<file path="src/verilog/sdt_pkg.sv">
package sdt_pkg;

    // ------------------------------------------------------------
    // Serial link framing
    // ------------------------------------------------------------
    localparam int         SYNC_STAGES        = 3;
    localparam int         PIN_COUNT          = 3;
    localparam int         PIN_SCLK           = 0;
    localparam int         PIN_CS_N           = 1;
    localparam int         PIN_SI             = 2;
    localparam logic [2:0] PIN_IDLE           = 3'h2;  // Chip select high, clock and data low
    localparam logic [7:0] CMD_READ_DISCOVERY = 8'h5A;
    localparam logic [4:0] CMD_BITS           = 5'h08;
    localparam logic [4:0] ADDR_BITS          = 5'h18;
    localparam logic [4:0] DUMMY_BITS         = 5'h08;
    localparam logic [2:0] MSB_BIT            = 3'h7;

    // ------------------------------------------------------------
    // Discovery space map
    // ------------------------------------------------------------
    localparam logic [7:0] ADDR_HEADER        = 8'h00;
    localparam logic [7:0] ADDR_HDR_RSVD      = 8'h20;
    localparam logic [7:0] ADDR_PARAM         = 8'h30;
    localparam logic [7:0] ADDR_SPACE_END     = 8'h7B;
    localparam logic [7:0] ADDR_RSVD_FIRST    = 8'h7C;
    localparam logic [7:0] ADDR_RSVD_END      = 8'hFF;
    localparam int         PARAM_BYTES        = int'(ADDR_SPACE_END) - int'(ADDR_PARAM) + 1;
    localparam logic [7:0] BYTE_BLANK         = 8'hFF;

    // ------------------------------------------------------------
    // Header offsets
    // ------------------------------------------------------------
    localparam logic [7:0] OFS_SIG_LAST       = 8'h03;
    localparam logic [7:0] OFS_REV_MINOR      = 8'h04;
    localparam logic [7:0] OFS_REV_MAJOR      = 8'h05;
    localparam logic [7:0] OFS_NUM_HDR        = 8'h06;
    localparam logic [7:0] OFS_ACCESS         = 8'h07;
    localparam logic [7:0] OFS_P0_ID_LSB      = 8'h08;
    localparam logic [7:0] OFS_P0_MINOR       = 8'h09;
    localparam logic [7:0] OFS_P0_MAJOR       = 8'h0A;
    localparam logic [7:0] OFS_P0_LEN         = 8'h0B;
    localparam logic [7:0] OFS_P0_PTR0        = 8'h0C;
    localparam logic [7:0] OFS_P0_PTR1        = 8'h0D;
    localparam logic [7:0] OFS_P0_PTR2        = 8'h0E;
    localparam logic [7:0] OFS_P0_ID_MSB      = 8'h0F;
    localparam logic [7:0] OFS_P1_ID          = 8'h10;
    localparam logic [7:0] OFS_P1_MINOR       = 8'h11;
    localparam logic [7:0] OFS_P1_MAJOR       = 8'h12;
    localparam logic [7:0] OFS_P1_LEN         = 8'h13;
    localparam logic [7:0] OFS_P1_PTR0        = 8'h14;
    localparam logic [7:0] OFS_P1_PTR1        = 8'h15;
    localparam logic [7:0] OFS_P1_PTR2        = 8'h16;
    localparam logic [7:0] OFS_P1_UNUSED      = 8'h17;

    // ------------------------------------------------------------
    // Header contents
    // ------------------------------------------------------------
    localparam logic [31:0] SIGNATURE         = 32'h53464450;  // "S" "F" "D" "P"
    localparam logic [7:0]  VAL_REV_MINOR     = 8'h08;
    localparam logic [7:0]  VAL_REV_MAJOR     = 8'h01;
    localparam logic [7:0]  VAL_NUM_HDR       = 8'h01;
    localparam logic [7:0]  VAL_ACCESS        = 8'hFF;
    localparam logic [7:0]  VAL_P0_ID_LSB     = 8'h00;
    localparam logic [7:0]  VAL_P0_MINOR      = 8'h07;
    localparam logic [7:0]  VAL_P0_MAJOR      = 8'h01;
    localparam logic [7:0]  VAL_P0_LEN        = 8'h10;
    localparam logic [23:0] VAL_P0_PTR        = 24'h000030;
    localparam logic [7:0]  VAL_P0_ID_MSB     = 8'hFF;
    localparam logic [7:0]  VAL_P1_MINOR      = 8'h00;
    localparam logic [7:0]  VAL_P1_MAJOR      = 8'h01;
    localparam logic [7:0]  VAL_P1_LEN        = 8'h03;
    localparam logic [23:0] VAL_P1_PTR        = 24'h000070;
    localparam logic [7:0]  VAL_P1_UNUSED     = 8'hFF;

    // ------------------------------------------------------------
    // Transaction states, Gray coded along the read path
    // ------------------------------------------------------------
    typedef enum logic [2:0] {
        ST_IDLE   = 3'h0,
        ST_CMD    = 3'h1,
        ST_ADDR   = 3'h3,
        ST_DUMMY  = 3'h2,
        ST_SEND   = 3'h6,
        ST_IGNORE = 3'h7
    } sdt_state_t;

endpackage

</file>
<file path="src/verilog/sdt_rom_if.sv">
`timescale 1ns/100ps

// ------------------------------------------------------------
// Byte lookup between serial engine and discovery store
// ------------------------------------------------------------
interface sdt_rom_if;
    logic [23:0] addr;
    logic [7:0]  data;

    modport reader (output addr, input data);
    modport store  (input addr, output data);
endinterface

</file>
<file path="src/verilog/sdt_discovery_rom.sv">
// Operation
// - Discovery space is fixed at build time; nothing the host does can change it.
// - Header starts at byte zero and points to each parameter table.
// - Bytes 20h to 2Fh are reserved; they read as blank.
// - Basic parameter table starts at byte 30h.
// - Parameter data ends at 7Bh; 7Ch to FFh are reserved.
// - Command 5Ah enters at zero; bytes 0-3 return 53h 46h 44h 50h.
// - Byte 04h returns minor revision 08h.
// - Byte 05h returns major revision 01h.
// - Byte 06h returns zero-based header count 01h.
// - Byte 07h returns access protocol FFh.
// - Byte 08h returns ID 00h, byte 0Fh returns ID FFh.
// - Bytes 09h and 0Ah return table revisions 07h and 01h.
// - Byte 0Bh returns table length 10h double words.
// - Bytes 0Ch-0Eh return little-endian pointer 30h, 00h, 00h.
// - Bytes 10h-13h return vendor ID, 00h, 01h, 03h.
// - Bytes 14h-16h return pointer 70h 00h 00h; 17h returns FFh.
// - Header lies below the basic parameter table.
// - Discovery reads use their own space, never the main array.
// - Command and address taken on rising clock; data shifted on falling.
// - Chip select high deselects, floats the output and ends a read.
`timescale 1ns/100ps

module sdt_discovery_rom
    import sdt_pkg::*;
#(
    parameter logic [7:0]               VENDOR_ID  = 8'hA5,  // Arbitrary value
    parameter logic [8*PARAM_BYTES-1:0] PARAM_DATA = '1
) (
    // Clock and reset
    input  wire logic clock_i,
    input  wire logic srst_i,
    // Serial pins from the host
    input  wire logic spi_sclk_i,
    input  wire logic spi_cs_n_i,
    input  wire logic spi_si_i,
    // Serial data back to the host
    output wire logic spi_so_o,
    output wire logic spi_so_oe_n_o,
    // Activity
    output wire logic busy_o
);

    // ------------------------------------------------------------
    // Declarations
    // ------------------------------------------------------------
    // Pin sampling and edges
    logic [PIN_COUNT-1:0]   pin_raw;
    logic [SYNC_STAGES-1:0] sync_r [0:PIN_COUNT-1];
    logic [PIN_COUNT-1:0]   lvl_r;
    logic [PIN_COUNT-1:0]   lvl_d_r;
    logic                   sclk_rise;
    logic                   sclk_fall;
    logic                   cs_fall;
    logic                   selected;
    logic                   si_bit;

    // Read sequence
    sdt_state_t             state_r;
    sdt_state_t             state_nxt;
    logic [4:0]             bit_cnt_r;
    logic [4:0]             phase_len;
    logic                   phase_last;
    logic [23:0]            in_shift_r;
    logic [7:0]             cmd_word;

    // Byte address and output
    logic [23:0]            addr_r;
    logic [2:0]             out_bit_r;
    logic [7:0]             byte_r;
    logic                   so_r;
    logic                   so_oe_n_r;

    // Lookup path to the store
    sdt_rom_if rom_bus ();

    // Bits per phase of the read sequence
    function automatic logic [4:0] phase_bits(input sdt_state_t st);
        logic [4:0] n;
        n = 5'h00;
        case (st)
            ST_CMD:   n = CMD_BITS;
            ST_ADDR:  n = ADDR_BITS;
            ST_DUMMY: n = DUMMY_BITS;
            default:  n = 5'h00;
        endcase
        return n;
    endfunction

    // ------------------------------------------------------------
    // Pin synchronisers
    // ------------------------------------------------------------
    assign pin_raw[PIN_SCLK] = spi_sclk_i;
    assign pin_raw[PIN_CS_N] = spi_cs_n_i;
    assign pin_raw[PIN_SI]   = spi_si_i;

    // Three stages; a level counts once stages two and three agree
    // Only stage two reads stage one, which may go metastable
    for (genvar g = 0; g < PIN_COUNT; g++) begin : g_sync
        always_ff @(posedge clock_i) begin
            if (srst_i) begin
                sync_r[g] <= {SYNC_STAGES{PIN_IDLE[g]}};
            end else begin
                sync_r[g] <= {sync_r[g][SYNC_STAGES-2:0], pin_raw[g]};
            end
        end

        // Agreement filter rejects a single-sample glitch
        always_ff @(posedge clock_i) begin
            if (srst_i) begin
                lvl_r[g] <= PIN_IDLE[g];
            end else if (sync_r[g][1] == sync_r[g][2]) begin
                lvl_r[g] <= sync_r[g][2];
            end
        end
    end

    // Previous filtered levels for edge finding
    always_ff @(posedge clock_i) begin
        if (srst_i) begin
            lvl_d_r <= PIN_IDLE;
        end else begin
            lvl_d_r <= lvl_r;
        end
    end

    // Edges of the filtered serial clock and select
    assign sclk_rise = lvl_r[PIN_SCLK] & ~lvl_d_r[PIN_SCLK];
    assign sclk_fall = ~lvl_r[PIN_SCLK] & lvl_d_r[PIN_SCLK];
    assign cs_fall   = ~lvl_r[PIN_CS_N] & lvl_d_r[PIN_CS_N];
    assign selected  = ~lvl_r[PIN_CS_N];
    assign si_bit    = lvl_r[PIN_SI];

    // ------------------------------------------------------------
    // Sequence control
    // ------------------------------------------------------------
    // Last bit of the current phase gates every phase change
    assign phase_len  = phase_bits(state_r);
    assign phase_last = (bit_cnt_r == phase_len - 5'h01);
    assign cmd_word   = {in_shift_r[6:0], si_bit};

    // Next state; a select edge is needed after reset before a command
    always_comb begin
        state_nxt = state_r;
        case (state_r)
            ST_IDLE: begin
                if (cs_fall) begin
                    state_nxt = ST_CMD;
                end
            end

            ST_CMD: begin
                if (sclk_rise && phase_last) begin
                    // Other commands are not served here and see no data
                    if (cmd_word == CMD_READ_DISCOVERY) begin
                        state_nxt = ST_ADDR;
                    end else begin
                        state_nxt = ST_IGNORE;
                    end
                end
            end

            ST_ADDR: begin
                if (sclk_rise && phase_last) begin
                    state_nxt = ST_DUMMY;
                end
            end

            ST_DUMMY: begin
                if (sclk_rise && phase_last) begin
                    state_nxt = ST_SEND;
                end
            end

            ST_SEND:   state_nxt = ST_SEND;
            ST_IGNORE: state_nxt = ST_IGNORE;
            default:   state_nxt = ST_IDLE;
        endcase
    end

    // State register; deselect aborts any phase
    // Deselect is tested first, so no edge can start a phase unselected
    always_ff @(posedge clock_i) begin
        if (srst_i) begin
            state_r <= ST_IDLE;
        end else if (!selected) begin
            state_r <= ST_IDLE;
        end else begin
            state_r <= state_nxt;
        end
    end

    // Bit counter within the current input phase
    // Cleared while deselected and on the select edge; a cut frame leaves no count behind
    always_ff @(posedge clock_i) begin
        if (srst_i || !selected || cs_fall) begin
            bit_cnt_r <= 5'h00;
        end else if (sclk_rise && phase_len != 5'h00) begin
            if (phase_last) begin
                bit_cnt_r <= 5'h00;
            end else begin
                bit_cnt_r <= bit_cnt_r + 5'h01;
            end
        end
    end

    // Command and address shifter, MSB first on rising clock
    // Dummy clocks carry no data and are not shifted in
    always_ff @(posedge clock_i) begin
        if (srst_i || cs_fall) begin
            in_shift_r <= 24'h000000;
        end else if (sclk_rise && (state_r == ST_CMD || state_r == ST_ADDR)) begin
            in_shift_r <= {in_shift_r[22:0], si_bit};
        end
    end

    // ------------------------------------------------------------
    // Byte address
    // ------------------------------------------------------------
    // Loaded after the last address bit, then stepped per byte sent
    // Wraps at 24 bits; bytes above the space read blank
    always_ff @(posedge clock_i) begin
        if (srst_i) begin
            addr_r <= 24'h000000;
        end else if (state_r == ST_ADDR && sclk_rise && phase_last) begin
            addr_r <= {in_shift_r[22:0], si_bit};
        end else if (state_r == ST_SEND && sclk_fall && out_bit_r == 3'h0) begin
            addr_r <= addr_r + 24'h000001;
        end
    end

    // Discovery store only; the main array is never on this path
    assign rom_bus.addr = addr_r;

    sdt_rom #(
        .VENDOR_ID  (VENDOR_ID),
        .PARAM_DATA (PARAM_DATA)
    ) u_sdt_rom (
        .clock_i (clock_i),
        .srst_i  (srst_i),
        .rom     (rom_bus.store)
    );

    // ------------------------------------------------------------
    // Output shifter
    // ------------------------------------------------------------
    // Bit index; the store has many clocks to settle between bytes
    always_ff @(posedge clock_i) begin
        if (srst_i || state_r != ST_SEND) begin
            out_bit_r <= MSB_BIT;
        end else if (sclk_fall) begin
            out_bit_r <= out_bit_r - 3'h1;
        end
    end

    // Capture a whole byte at its first bit so the address may move on
    always_ff @(posedge clock_i) begin
        if (srst_i) begin
            byte_r <= BYTE_BLANK;
        end else if (state_r == ST_SEND && sclk_fall && out_bit_r == MSB_BIT) begin
            byte_r <= rom_bus.data;
        end
    end

    // Data bit, shifted out on falling clock, MSB first
    always_ff @(posedge clock_i) begin
        if (srst_i) begin
            so_r <= 1'b0;
        end else if (state_r == ST_SEND && sclk_fall) begin
            if (out_bit_r == MSB_BIT) begin
                so_r <= rom_bus.data[MSB_BIT];
            end else begin
                so_r <= byte_r[out_bit_r];
            end
        end
    end

    // Drive from the first data edge until deselect
    // Waiting for a falling edge means the line never shows a stale bit
    always_ff @(posedge clock_i) begin
        if (srst_i || !selected || state_r != ST_SEND) begin
            so_oe_n_r <= 1'b1;
        end else if (sclk_fall) begin
            so_oe_n_r <= 1'b0;
        end
    end

    // Data and enable come straight from flops
    assign spi_so_o      = so_r;
    assign spi_so_oe_n_o = so_oe_n_r;
    assign busy_o        = (state_r != ST_IDLE);

endmodule

</file>
<file path="src/verilog/sdt_rom.sv">
`timescale 1ns/100ps

module sdt_rom
    import sdt_pkg::*;
#(
    parameter logic [7:0]               VENDOR_ID  = 8'hA5,  // Arbitrary value
    parameter logic [8*PARAM_BYTES-1:0] PARAM_DATA = '1
) (
    // Clock and reset
    input  wire logic clock_i,
    input  wire logic srst_i,
    // Lookup port
    sdt_rom_if.store  rom
);

    // ------------------------------------------------------------
    // Parameter table bytes, first byte at the table base
    // ------------------------------------------------------------
    logic [7:0] param_mem [0:PARAM_BYTES-1];
    logic [7:0] rel_ofs;

    // Fixed at build time; no write path exists at all
    for (genvar g = 0; g < PARAM_BYTES; g++) begin : g_param
        assign param_mem[g] = PARAM_DATA[8*g +: 8];
    end

    assign rel_ofs = rom.addr[7:0] - ADDR_PARAM;

    // Header image, decoded by offset
    function automatic logic [7:0] hdr_byte(input logic [7:0] ofs);
        logic [7:0] b;
        b = BYTE_BLANK;
        case (ofs)
            OFS_REV_MINOR: b = VAL_REV_MINOR;
            OFS_REV_MAJOR: b = VAL_REV_MAJOR;
            OFS_NUM_HDR:   b = VAL_NUM_HDR;
            OFS_ACCESS:    b = VAL_ACCESS;
            OFS_P0_ID_LSB: b = VAL_P0_ID_LSB;
            OFS_P0_ID_MSB: b = VAL_P0_ID_MSB;
            OFS_P0_MINOR:  b = VAL_P0_MINOR;
            OFS_P0_MAJOR:  b = VAL_P0_MAJOR;
            OFS_P0_LEN:    b = VAL_P0_LEN;
            OFS_P0_PTR0:   b = VAL_P0_PTR[7:0];
            OFS_P0_PTR1:   b = VAL_P0_PTR[15:8];
            OFS_P0_PTR2:   b = VAL_P0_PTR[23:16];
            OFS_P1_ID:     b = VENDOR_ID;
            OFS_P1_MINOR:  b = VAL_P1_MINOR;
            OFS_P1_MAJOR:  b = VAL_P1_MAJOR;
            OFS_P1_LEN:    b = VAL_P1_LEN;
            OFS_P1_PTR0:   b = VAL_P1_PTR[7:0];
            OFS_P1_PTR1:   b = VAL_P1_PTR[15:8];
            OFS_P1_PTR2:   b = VAL_P1_PTR[23:16];
            OFS_P1_UNUSED: b = VAL_P1_UNUSED;
            default: begin
                if (ofs <= OFS_SIG_LAST) begin
                    b = SIGNATURE[8*(3-ofs[1:0]) +: 8];
                end
            end
        endcase
        return b;
    endfunction

    // ------------------------------------------------------------
    // Registered lookup; header sits below the table
    // ------------------------------------------------------------
    always_ff @(posedge clock_i) begin
        if (srst_i) begin
            rom.data <= BYTE_BLANK;
        end else if (rom.addr[23:8] != 16'h0000) begin
            rom.data <= BYTE_BLANK;
        end else if (rom.addr[7:0] < ADDR_HDR_RSVD) begin
            rom.data <= hdr_byte(rom.addr[7:0]);
        end else if (rom.addr[7:0] < ADDR_PARAM) begin
            rom.data <= BYTE_BLANK;
        end else if (rom.addr[7:0] <= ADDR_SPACE_END) begin
            rom.data <= param_mem[rel_ofs[6:0]];
        end else begin
            rom.data <= BYTE_BLANK;
        end
    end

endmodule

</file>
<file path="config.mk">
export PLATFORM = sky130hd
export DESIGN_NAME = sdt_discovery_rom
export DESIGN_NICKNAME = d
export VERILOG_FILES = /design/src/verilog/sdt_pkg.sv /design/src/verilog/sdt_rom_if.sv /design/src/verilog/sdt_discovery_rom.sv /design/src/verilog/sdt_rom.sv
export SDC_FILE = /design/constraint.sdc
export NUM_CORES = 1
export LEC_CHECK = 0
export BUFFER_PORTS_ARGS = -buffer_cell sky130_fd_sc_hd__buf_2
export CELL_PAD_IN_SITES_DETAIL_PLACEMENT = 0
export CELL_PAD_IN_SITES_GLOBAL_PLACEMENT = 2
export CORE_MARGIN = 10
export CORE_UTILIZATION = 35
export DETAILED_ROUTE_END_ITERATION = 16
export HOLD_SLACK_MARGIN = 0.02
export PLACE_DENSITY_LB_ADDON = 0.25
export SKIP_LAST_GASP = 1
export SYNTH_ARGS = -nofsm -noshare
export SYNTH_HDL_FRONTEND = slang
export SYNTH_HIERARCHICAL = 1
export SYNTH_SLANG_ARGS = --single-unit
</file>
<file path="constraint.sdc">
create_clock -name clock_i -period 2.12 [get_ports clock_i]
set_input_delay 0.212 -clock clock_i [delete_from_list [all_inputs] [get_ports clock_i]]
set_output_delay 0.212 -clock clock_i [all_outputs]
set_load 0.005 [all_outputs]
</file>
==> impl_metrics.json, run 1 <==
{
  "status": "finished, final reports clean",
  "first_pass_iters": 5,
  "nFillCells": 1248,
  "p_switching_uw": 686.2,
  "clk_pin_slew_ps": 60,
  "p_leak_uw": 0.001820,
  "ctsHtreeMaxLevel": 3,
  "r2r-start": "state_r[2]",
  "utilization_pct": 41.62,
  "clock_sinks": 90,
  "regArea_um2": 1804,
  "ios": 8,
  "synth_edf_count": 0,
  "multi_input_area_um2": 2410,
  "wl_mm": 10.73,
  "setup_tns_ps": 0,
  "pre_cts_slack_ps": 110.0,
  "crit_path_end_kind": "flip-flop",
  "syn_area_um2": 4368,
  "pwr-share-clk_pct": 48.4,
  "place.port_buffers": 7,
  "synth_area_leaders": "dfxtp_1, nand2_1, a21oi_1",
  "fin_ws_ps": 165.6,
  "synth.distinct_cells": 64,
  "fin_worst_skew_ps": 7.597,
  "wl_per_cell_um": 15.08,
  "cts_buffer_depth": 2,
  "synth_cells": 523,
  "cp_data_required_time_ps": 2380,
  "syn_avg_cell_area_um2": 8.352,
  "worstSetupPathType": "reg2reg",
  "via_per_inst": 5.221,
  "cts_root_buffer": "clkbuf_16",
  "gr-usage-all-layers_pct": 12.41,
  "min_period_ps": 1954,
  "tightest_slew_ps": 465.4,
  "p_sw_share_pct": 20.15,
  "grt_max_degree": 28,
  "place_inst": 697,
  "cts_hold_buf": 0,
  "startpoint_type": "flip-flop",
  "fp.dieW_um": 131.7,
  "drc_errors": 0,
  "synth_seq_cells": 90,
  "cts_tree": "built",
  "hold_class": "in2reg",
  "first_iter_violations": 252,
  "ys_warn_count": 6,
  "drv_cap": 0,
  "rsz0062_at_grt": "false",
  "crit_arrival_ps": 2220,
  "finalHoldViolCount": 0,
  "vias": 3717,
  "synth_ff_type": "dfxtp_1",
  "syn_nets": 537,
  "p_seq_share_pct": 50.1,
  "rows": 40,
  "post_cts_resized": 0,
  "p_comb_share_pct": 1.5,
  "synth_top_cell_by_area": "dfxtp_1",
  "placed_area_um2": 4715,
  "yosys.area.top_type_share_pct": 41.25,
  "peakVddDrop_mv": 0.5992,
  "max_slew_margin_pct": 68.97,
  "max_freq_mhz": 511.7,
  "fin_nets": 554,
  "die_h_um": 131.7,
  "die_area_um2": 17350,
  "hp-start": "spi_cs_n_i",
  "async_flop_share_pct": 0,
  "stdcell_count": 712,
  "antenna_cells": 0,
  "setup_viol": 0,
  "grt_pass1_wl_mm": 17.80,
  "p_int_uw": 2719,
  "hpwlAfterDp_mm": 7.592,
  "slew_violations": 0,
  "syn_to_final_growth_pct": 15.41,
  "routabilityCongestion": 0.8344,
  "antenna_found_initial": 0,
  "numCtsBuffers": 9,
  "seq_area_frac_synth_pct": 41.25,
  "cts_setup_buffers": 0,
  "core_area_um2": 12110,
  "path_max_fanout": 10,
  "fin_area_um2": 5041,
  "drive_gt1_share_pct": 14.15,
  "start_util_pct": 36.06,
  "power.density_nw_per_um2": 675.5,
  "overflow": 0,
  "clock_latency_ps": 350,
  "min_period_over_period_pct": 92.19,
  "grt_pass1_vias": 3497,
  "drtAntennaViolNets": 0,
  "startpoint": "state_r[2]"
}
==> per-stage QoR <==
stage          total power [uW]  hold slack, ps
3_3_place_gp               1794           397.2
6_report                   3405           53.72
4_1_cts                    3456           43.64
5_1_grt                    3521           54.85
3_5_place_dp               1795           395.3
2_1_floorplan              1773           315.8
==> routing by layer <==
metal	vias up	GRT usage (%)	routed length, um
met3	10	3.963	437
met4	0	3.276	116
met1	1739	15.62	5252
met2	67	19.97	4928
li1	1901	-	-
met5	-	0	0
==> worst paths after layout <==
kind	endpoint	slack [ps]	cells past startpoint
worst min-delay path	sync_r[1][0]	50	2
worst min register to register	sync_r[1][1]	410	1
worst max register to register	addr_r[12]	170	6
worst max-delay path	addr_r[12]	170	6
==> layout by cell type (no fill, tap or decap), types with 5 or more instances in the layout <==
cell,instances
ha_1,8
nor2_1,36
nor3_1,6
nand2_1,90
dfxtp_1,88
buf_2,7
xnor2_1,6
nand2b_1,7
buf_4,25
clkbuf_16,9
o21ai_1,8
nand4_1,14
inv_1,13
a21oi_1,51
a31oi_1,8
and3_1,7
nand3_1,21
xor2_1,8
a211oi_1,9
nor2b_1,14
mux2i_1,7
o21ai_0,17
a22oi_1,5
==> worst max-delay path, stage by stage, from the launching register on <==
cell and delay [ps]:
dfxtp_1 510, nand3b_4 160, or3_1 370, buf_4 200, nor4_4 300, xnor2_1 110, a211oi_2 210
==> cell type report <==
class	count	share of cell area [%]
clock buffers	13	5.361
clock inverters	2	0.6950
inverters	13	0.9680
multi-input cells	392	47.80
flip-flops and latches	90	35.79
well taps	168	4.170
repair buffers	34	5.212
==> cells in the mapped netlist (3+ instances only) <==
master     count
a211oi_1       9
nand2_1       90
nand2b_1       7
and3_1         7
nor3_1         7
nor4_2         4
buf_2          5
and2_1         3
xnor2_1        6
clkbuf_1      19
xor2_1         8
a22oi_1        5
nor4_1         4
a31oi_1        8
dfxtp_1       90
o21ai_0       17
o2111ai_1      3
a211oi_2       4
nand3_1       21
or3_1          4
ha_1           9
or2_2          3
inv_1         13
a21oi_1       51
nor2_1        36
o21ai_1        8
nand3b_1       3
nor2b_1       15
a2bb2oi_1      3
mux2i_1        7
nand4_1       14
==> registers in the layout, indices dropped and copies added, names as in the netlist <==
register            count
out_bit_r               3
u_sdt_rom/rom.data      8
lvl_r                   2
byte_r                  8
si_bit                  1
in_shift_r             23
bit_cnt_r               5
spi_so_o                1
state_r                 3
addr_r                 24
sync_r                  9
lvl_d_r                 2
spi_so_oe_n_o           1
==> logic make-up (layout without fill, tap and decap cells) <==
kind of cell               after synthesis  in the layout  synth area share [%]
buffers and inverters                   41             62                 4.010
xor gates and xnor gates                14             14                 2.807
AOI/OAI and AO/OA                      127            127                 18.42
muxes                                   11             11                 3.208
and+or+nand+nor                        231            231                 27.73
adders and majority gates                9              9                 2.578
DFF                                     90             90                 41.25
==> power by group through the flow <==
stage | sequential [uW] | clock, uW | combinational (uW)
after global routing | 1710 | 1760 | 55.5
after CTS | 1710 | 1700 | 50.7
after floorplan | 1740 | 0 | 30.6
final | 1710 | 1650 | 50.0
after detailed placement | 1740 | 0 | 50.5
after global placement | 1740 | 0 | 50.1
Note: power is estimated with default switching activity, not from simulation.
==> run 2, diff against run 1 <==
--- a/config.mk
+++ b/config.mk
@@ -5,11 +5,12 @@
 export SDC_FILE = /design/constraint.sdc
 export NUM_CORES = 1
 export LEC_CHECK = 0
+export ABC_AREA = 1
 export BUFFER_PORTS_ARGS = -buffer_cell sky130_fd_sc_hd__buf_2
 export CELL_PAD_IN_SITES_DETAIL_PLACEMENT = 0
 export CELL_PAD_IN_SITES_GLOBAL_PLACEMENT = 2
 export CORE_MARGIN = 10
-export CORE_UTILIZATION = 35
+export CORE_UTILIZATION = 32
 export DETAILED_ROUTE_END_ITERATION = 16
 export HOLD_SLACK_MARGIN = 0.02
 export PLACE_DENSITY_LB_ADDON = 0.25
==> run 2 against run 1 <==
  * Hold slack worse by 12 ps
  * Global-route usage up 0.12 points
  * Sequential share of layout area down 1.9 points
  * Synthesized area up 8.7%
  * Largest cell class unchanged
  * Largest power group unchanged
==> impl_metrics.json, run 2 <==
{
  "via_per_inst": 4.734,
  "crit_path_end_kind": "flip-flop",
  "placed_area_um2": 5021,
  "largest_reg_flops": 24,
  "async_flop_share_pct": 0,
  "clk_pin_slew_ps": 60,
  "routabilityCongestion": 0.8448,
  "tightest_slew_ps": 499.5,
  "vias": 4360,
  "die_h_um": 141.8,
  "antenna_cells": 0,
  "max_freq_mhz": 537.0,
  "gr-usage-all-layers_pct": 12.52,
  "seq_area_frac_synth_pct": 37.93,
  "synth.distinct_cells": 32,
  "p_sw_share_pct": 21.61,
  "p_switching_uw": 724.2,
  "wl_per_cell_um": 13.21,
  "cp_data_required_time_ps": 2420,
  "pwr-share-clk_pct": 47.4,
  "syn_to_final_growth_pct": 11.91,
  "rows": 44,
  "setup_viol": 0,
  "p_seq_share_pct": 50.9,
  "drtAntennaViolNets": 0,
  "p_int_uw": 2627,
  "fin_area_um2": 5315,
  "wl_mm": 12.16,
  "start_util_pct": 32.68,
  "clock_sinks": 90,
  "grt_use_met3_pct": 3.071,
  "hold_class": "in2reg",
  "yosys.area.top_type_share_pct": 37.93,
  "die_area_um2": 20120,
  "syn_nets": 735,
  "first_iter_violations": 205,
  "p_comb_share_pct": 1.7,
  "syn_avg_cell_area_um2": 6.587,
  "p_leak_uw": 0.002259,
  "holdWs_ps": 41.53,
  "ctsHtreeMaxLevel": 3,
  "rsz0062_at_grt": "false",
  "synth_common_cells": "nand2_1, dfxtp_1, nand3_1",
  "first_pass_iters": 4,
  "ios": 8,
  "min_path_cells": 2,
  "setup_tns_ps": 0,
  "min_period_over_period_pct": 87.84,
  "grt_pass1_vias": 4136,
  "place.port_buffers": 7,
  "power.density_nw_per_um2": 630.5,
  "synth.most_common_cell": "nand2_1",
  "finalHoldViolCount": 0,
  "max_slew_margin_pct": 66.40,
  "cts_setup_buffers": 0,
  "drv_cap": 0,
  "top_register": "addr_r",
  "worstSetupPathType": "reg2reg",
  "clock_latency_ps": 350,
  "synth_cells": 721,
  "synth_top_cell_by_area": "dfxtp_1",
  "synth_ff_type": "dfxtp_1",
  "reg_top3": "addr_r: 24 flops, in_shift_r: 23 flops, sync_r: 9 flops",
  "grt_pass1_wl_mm": 20.47,
  "grt_max_degree": 35,
  "synth_seq_cells": 90,
  "peakVddDrop_mv": 0.3568,
  "crit_arrival_ps": 2160,
  "startpoint_type": "flip-flop",
  "fp.dieW_um": 141.8,
  "syn_area_um2": 4750,
  "synth_area_leaders": "dfxtp_1, nand2_1, nand3_1",
  "drc_errors": 0,
  "fin_nets": 747,
  "r2r_cells": 10,
  "cts_buffer_depth": 2,
  "grt-busiest-layer": "met2",
  "hpwlAfterDp_mm": 9.177,
  "overflow": 0,
  "path_max_fanout": 11,
  "numCtsBuffers": 9,
  "most-common-layout-cells": "nand2_1, dfxtp_1, nand3_1, nor2_1, inv_1",
  "core_area_um2": 14530,
  "status": "finished, final reports clean",
  "fin_worst_skew_ps": 7.764,
  "grt.met2_usage_pct": 21.06,
  "synth_edf_count": 0,
  "cts_root_buffer": "clkbuf_16",
  "layout_commonest_cell": "nand2_1",
  "min_period_ps": 1862,
  "drive_gt1_share_pct": 10.58,
  "antenna_found_initial": 0,
  "cts_tree": "built",
  "ys_warn_count": 6,
  "met1_usage_pct": 15.38,
  "slew_violations": 0
}
run 2: cell count changes after synthesis, moves of 9 or more:
| cell | change |
|---|---|
| nand2_2 | +11 |
| clkbuf_1 | -14 |
| inv_1 | +56 |
| inv_2 | +10 |
| nand3_1 | +65 |
| nand2_1 | +122 |
| a211oi_1 | -9 |
| nor2b_1 | -15 |
| nor2_1 | +47 |
run 2: cells by family (layout without fill, tap and decap cells):
family	after synthesis	count (layout)	share of synthesized area (%)
simple gates	433	433	40.38
buf+inv	98	114	8.167
flops	90	90	37.93
compound gates	77	77	8.562
xor+xnor	14	14	2.582
fa+ha+maj	9	9	2.371
run 2: critical path, cell delays in order, from the launching register on:
cell and delay (ps):
dfxtp_1 600, nand2_1 130, nor2_1 170, nand3_1 170, nor2_2 260, nand3_1 100, nor2_1 130, nand2_1 60
nand3_1 80, nand2_1 60, inv_1 50
run 2: metrics by stage:
step                      setup slack, ps  utilization [%]  instances  total power [uW]
after floorplan                     530.0                -        721              1779
after global placement              186.1            34.55        906              1804
after detailed placement            182.3            34.55        906              1804
after CTS                           172.3            36.55        921              3417
after global routing                70.72            36.57        921              3493
final                               257.8            36.57        921              3351
run 2: what timing repair did:
item                                    in CTS  in global routing
hold buffers                                 0                  0
hold endpoints to repair                     0                  0
endpoints found under the setup margin       0                  2
gates resized for setup                      0                  1
run 2: final timing paths:
path | slack, ps | end | start
min reg2reg | 410 | sync_r[0][1] | sync_r[0][0]
min | 40 | sync_r[1][0] | spi_cs_n_i
max | 260 | addr_r[15] | addr_r[3]
max reg2reg | 260 | addr_r[15] | addr_r[3]
run 2: layer usage:
layer / share of wire [%] / wire (um)
met1: 47 / 5768
met5: 0 / 0
met4: 1.2 / 145
met2: 49 / 5914
met3: 2.7 / 333
run 2: power groups by stage:
stage	Sequential (uW)	Clock (uW)	Combinational (uW)
2_1_floorplan	1740	0	36.2
3_3_place_gp	1740	0	58.9
3_5_place_dp	1740	0	59.0
4_1_cts	1710	1650	59.2
5_1_grt	1710	1720	64.9
6_report	1710	1590	57.7
run 2: layout make-up:
type,count,area (um2)
Fill cell,1635,9219
Multi-Input combinational cell,533,2562
Sequential cell,90,1802
Inverter,79,296.5
Tap cell,184,230.2
Clock buffer,9,225.2
Timing Repair Buffer,20,132.6
Clock inverter,6,66.31
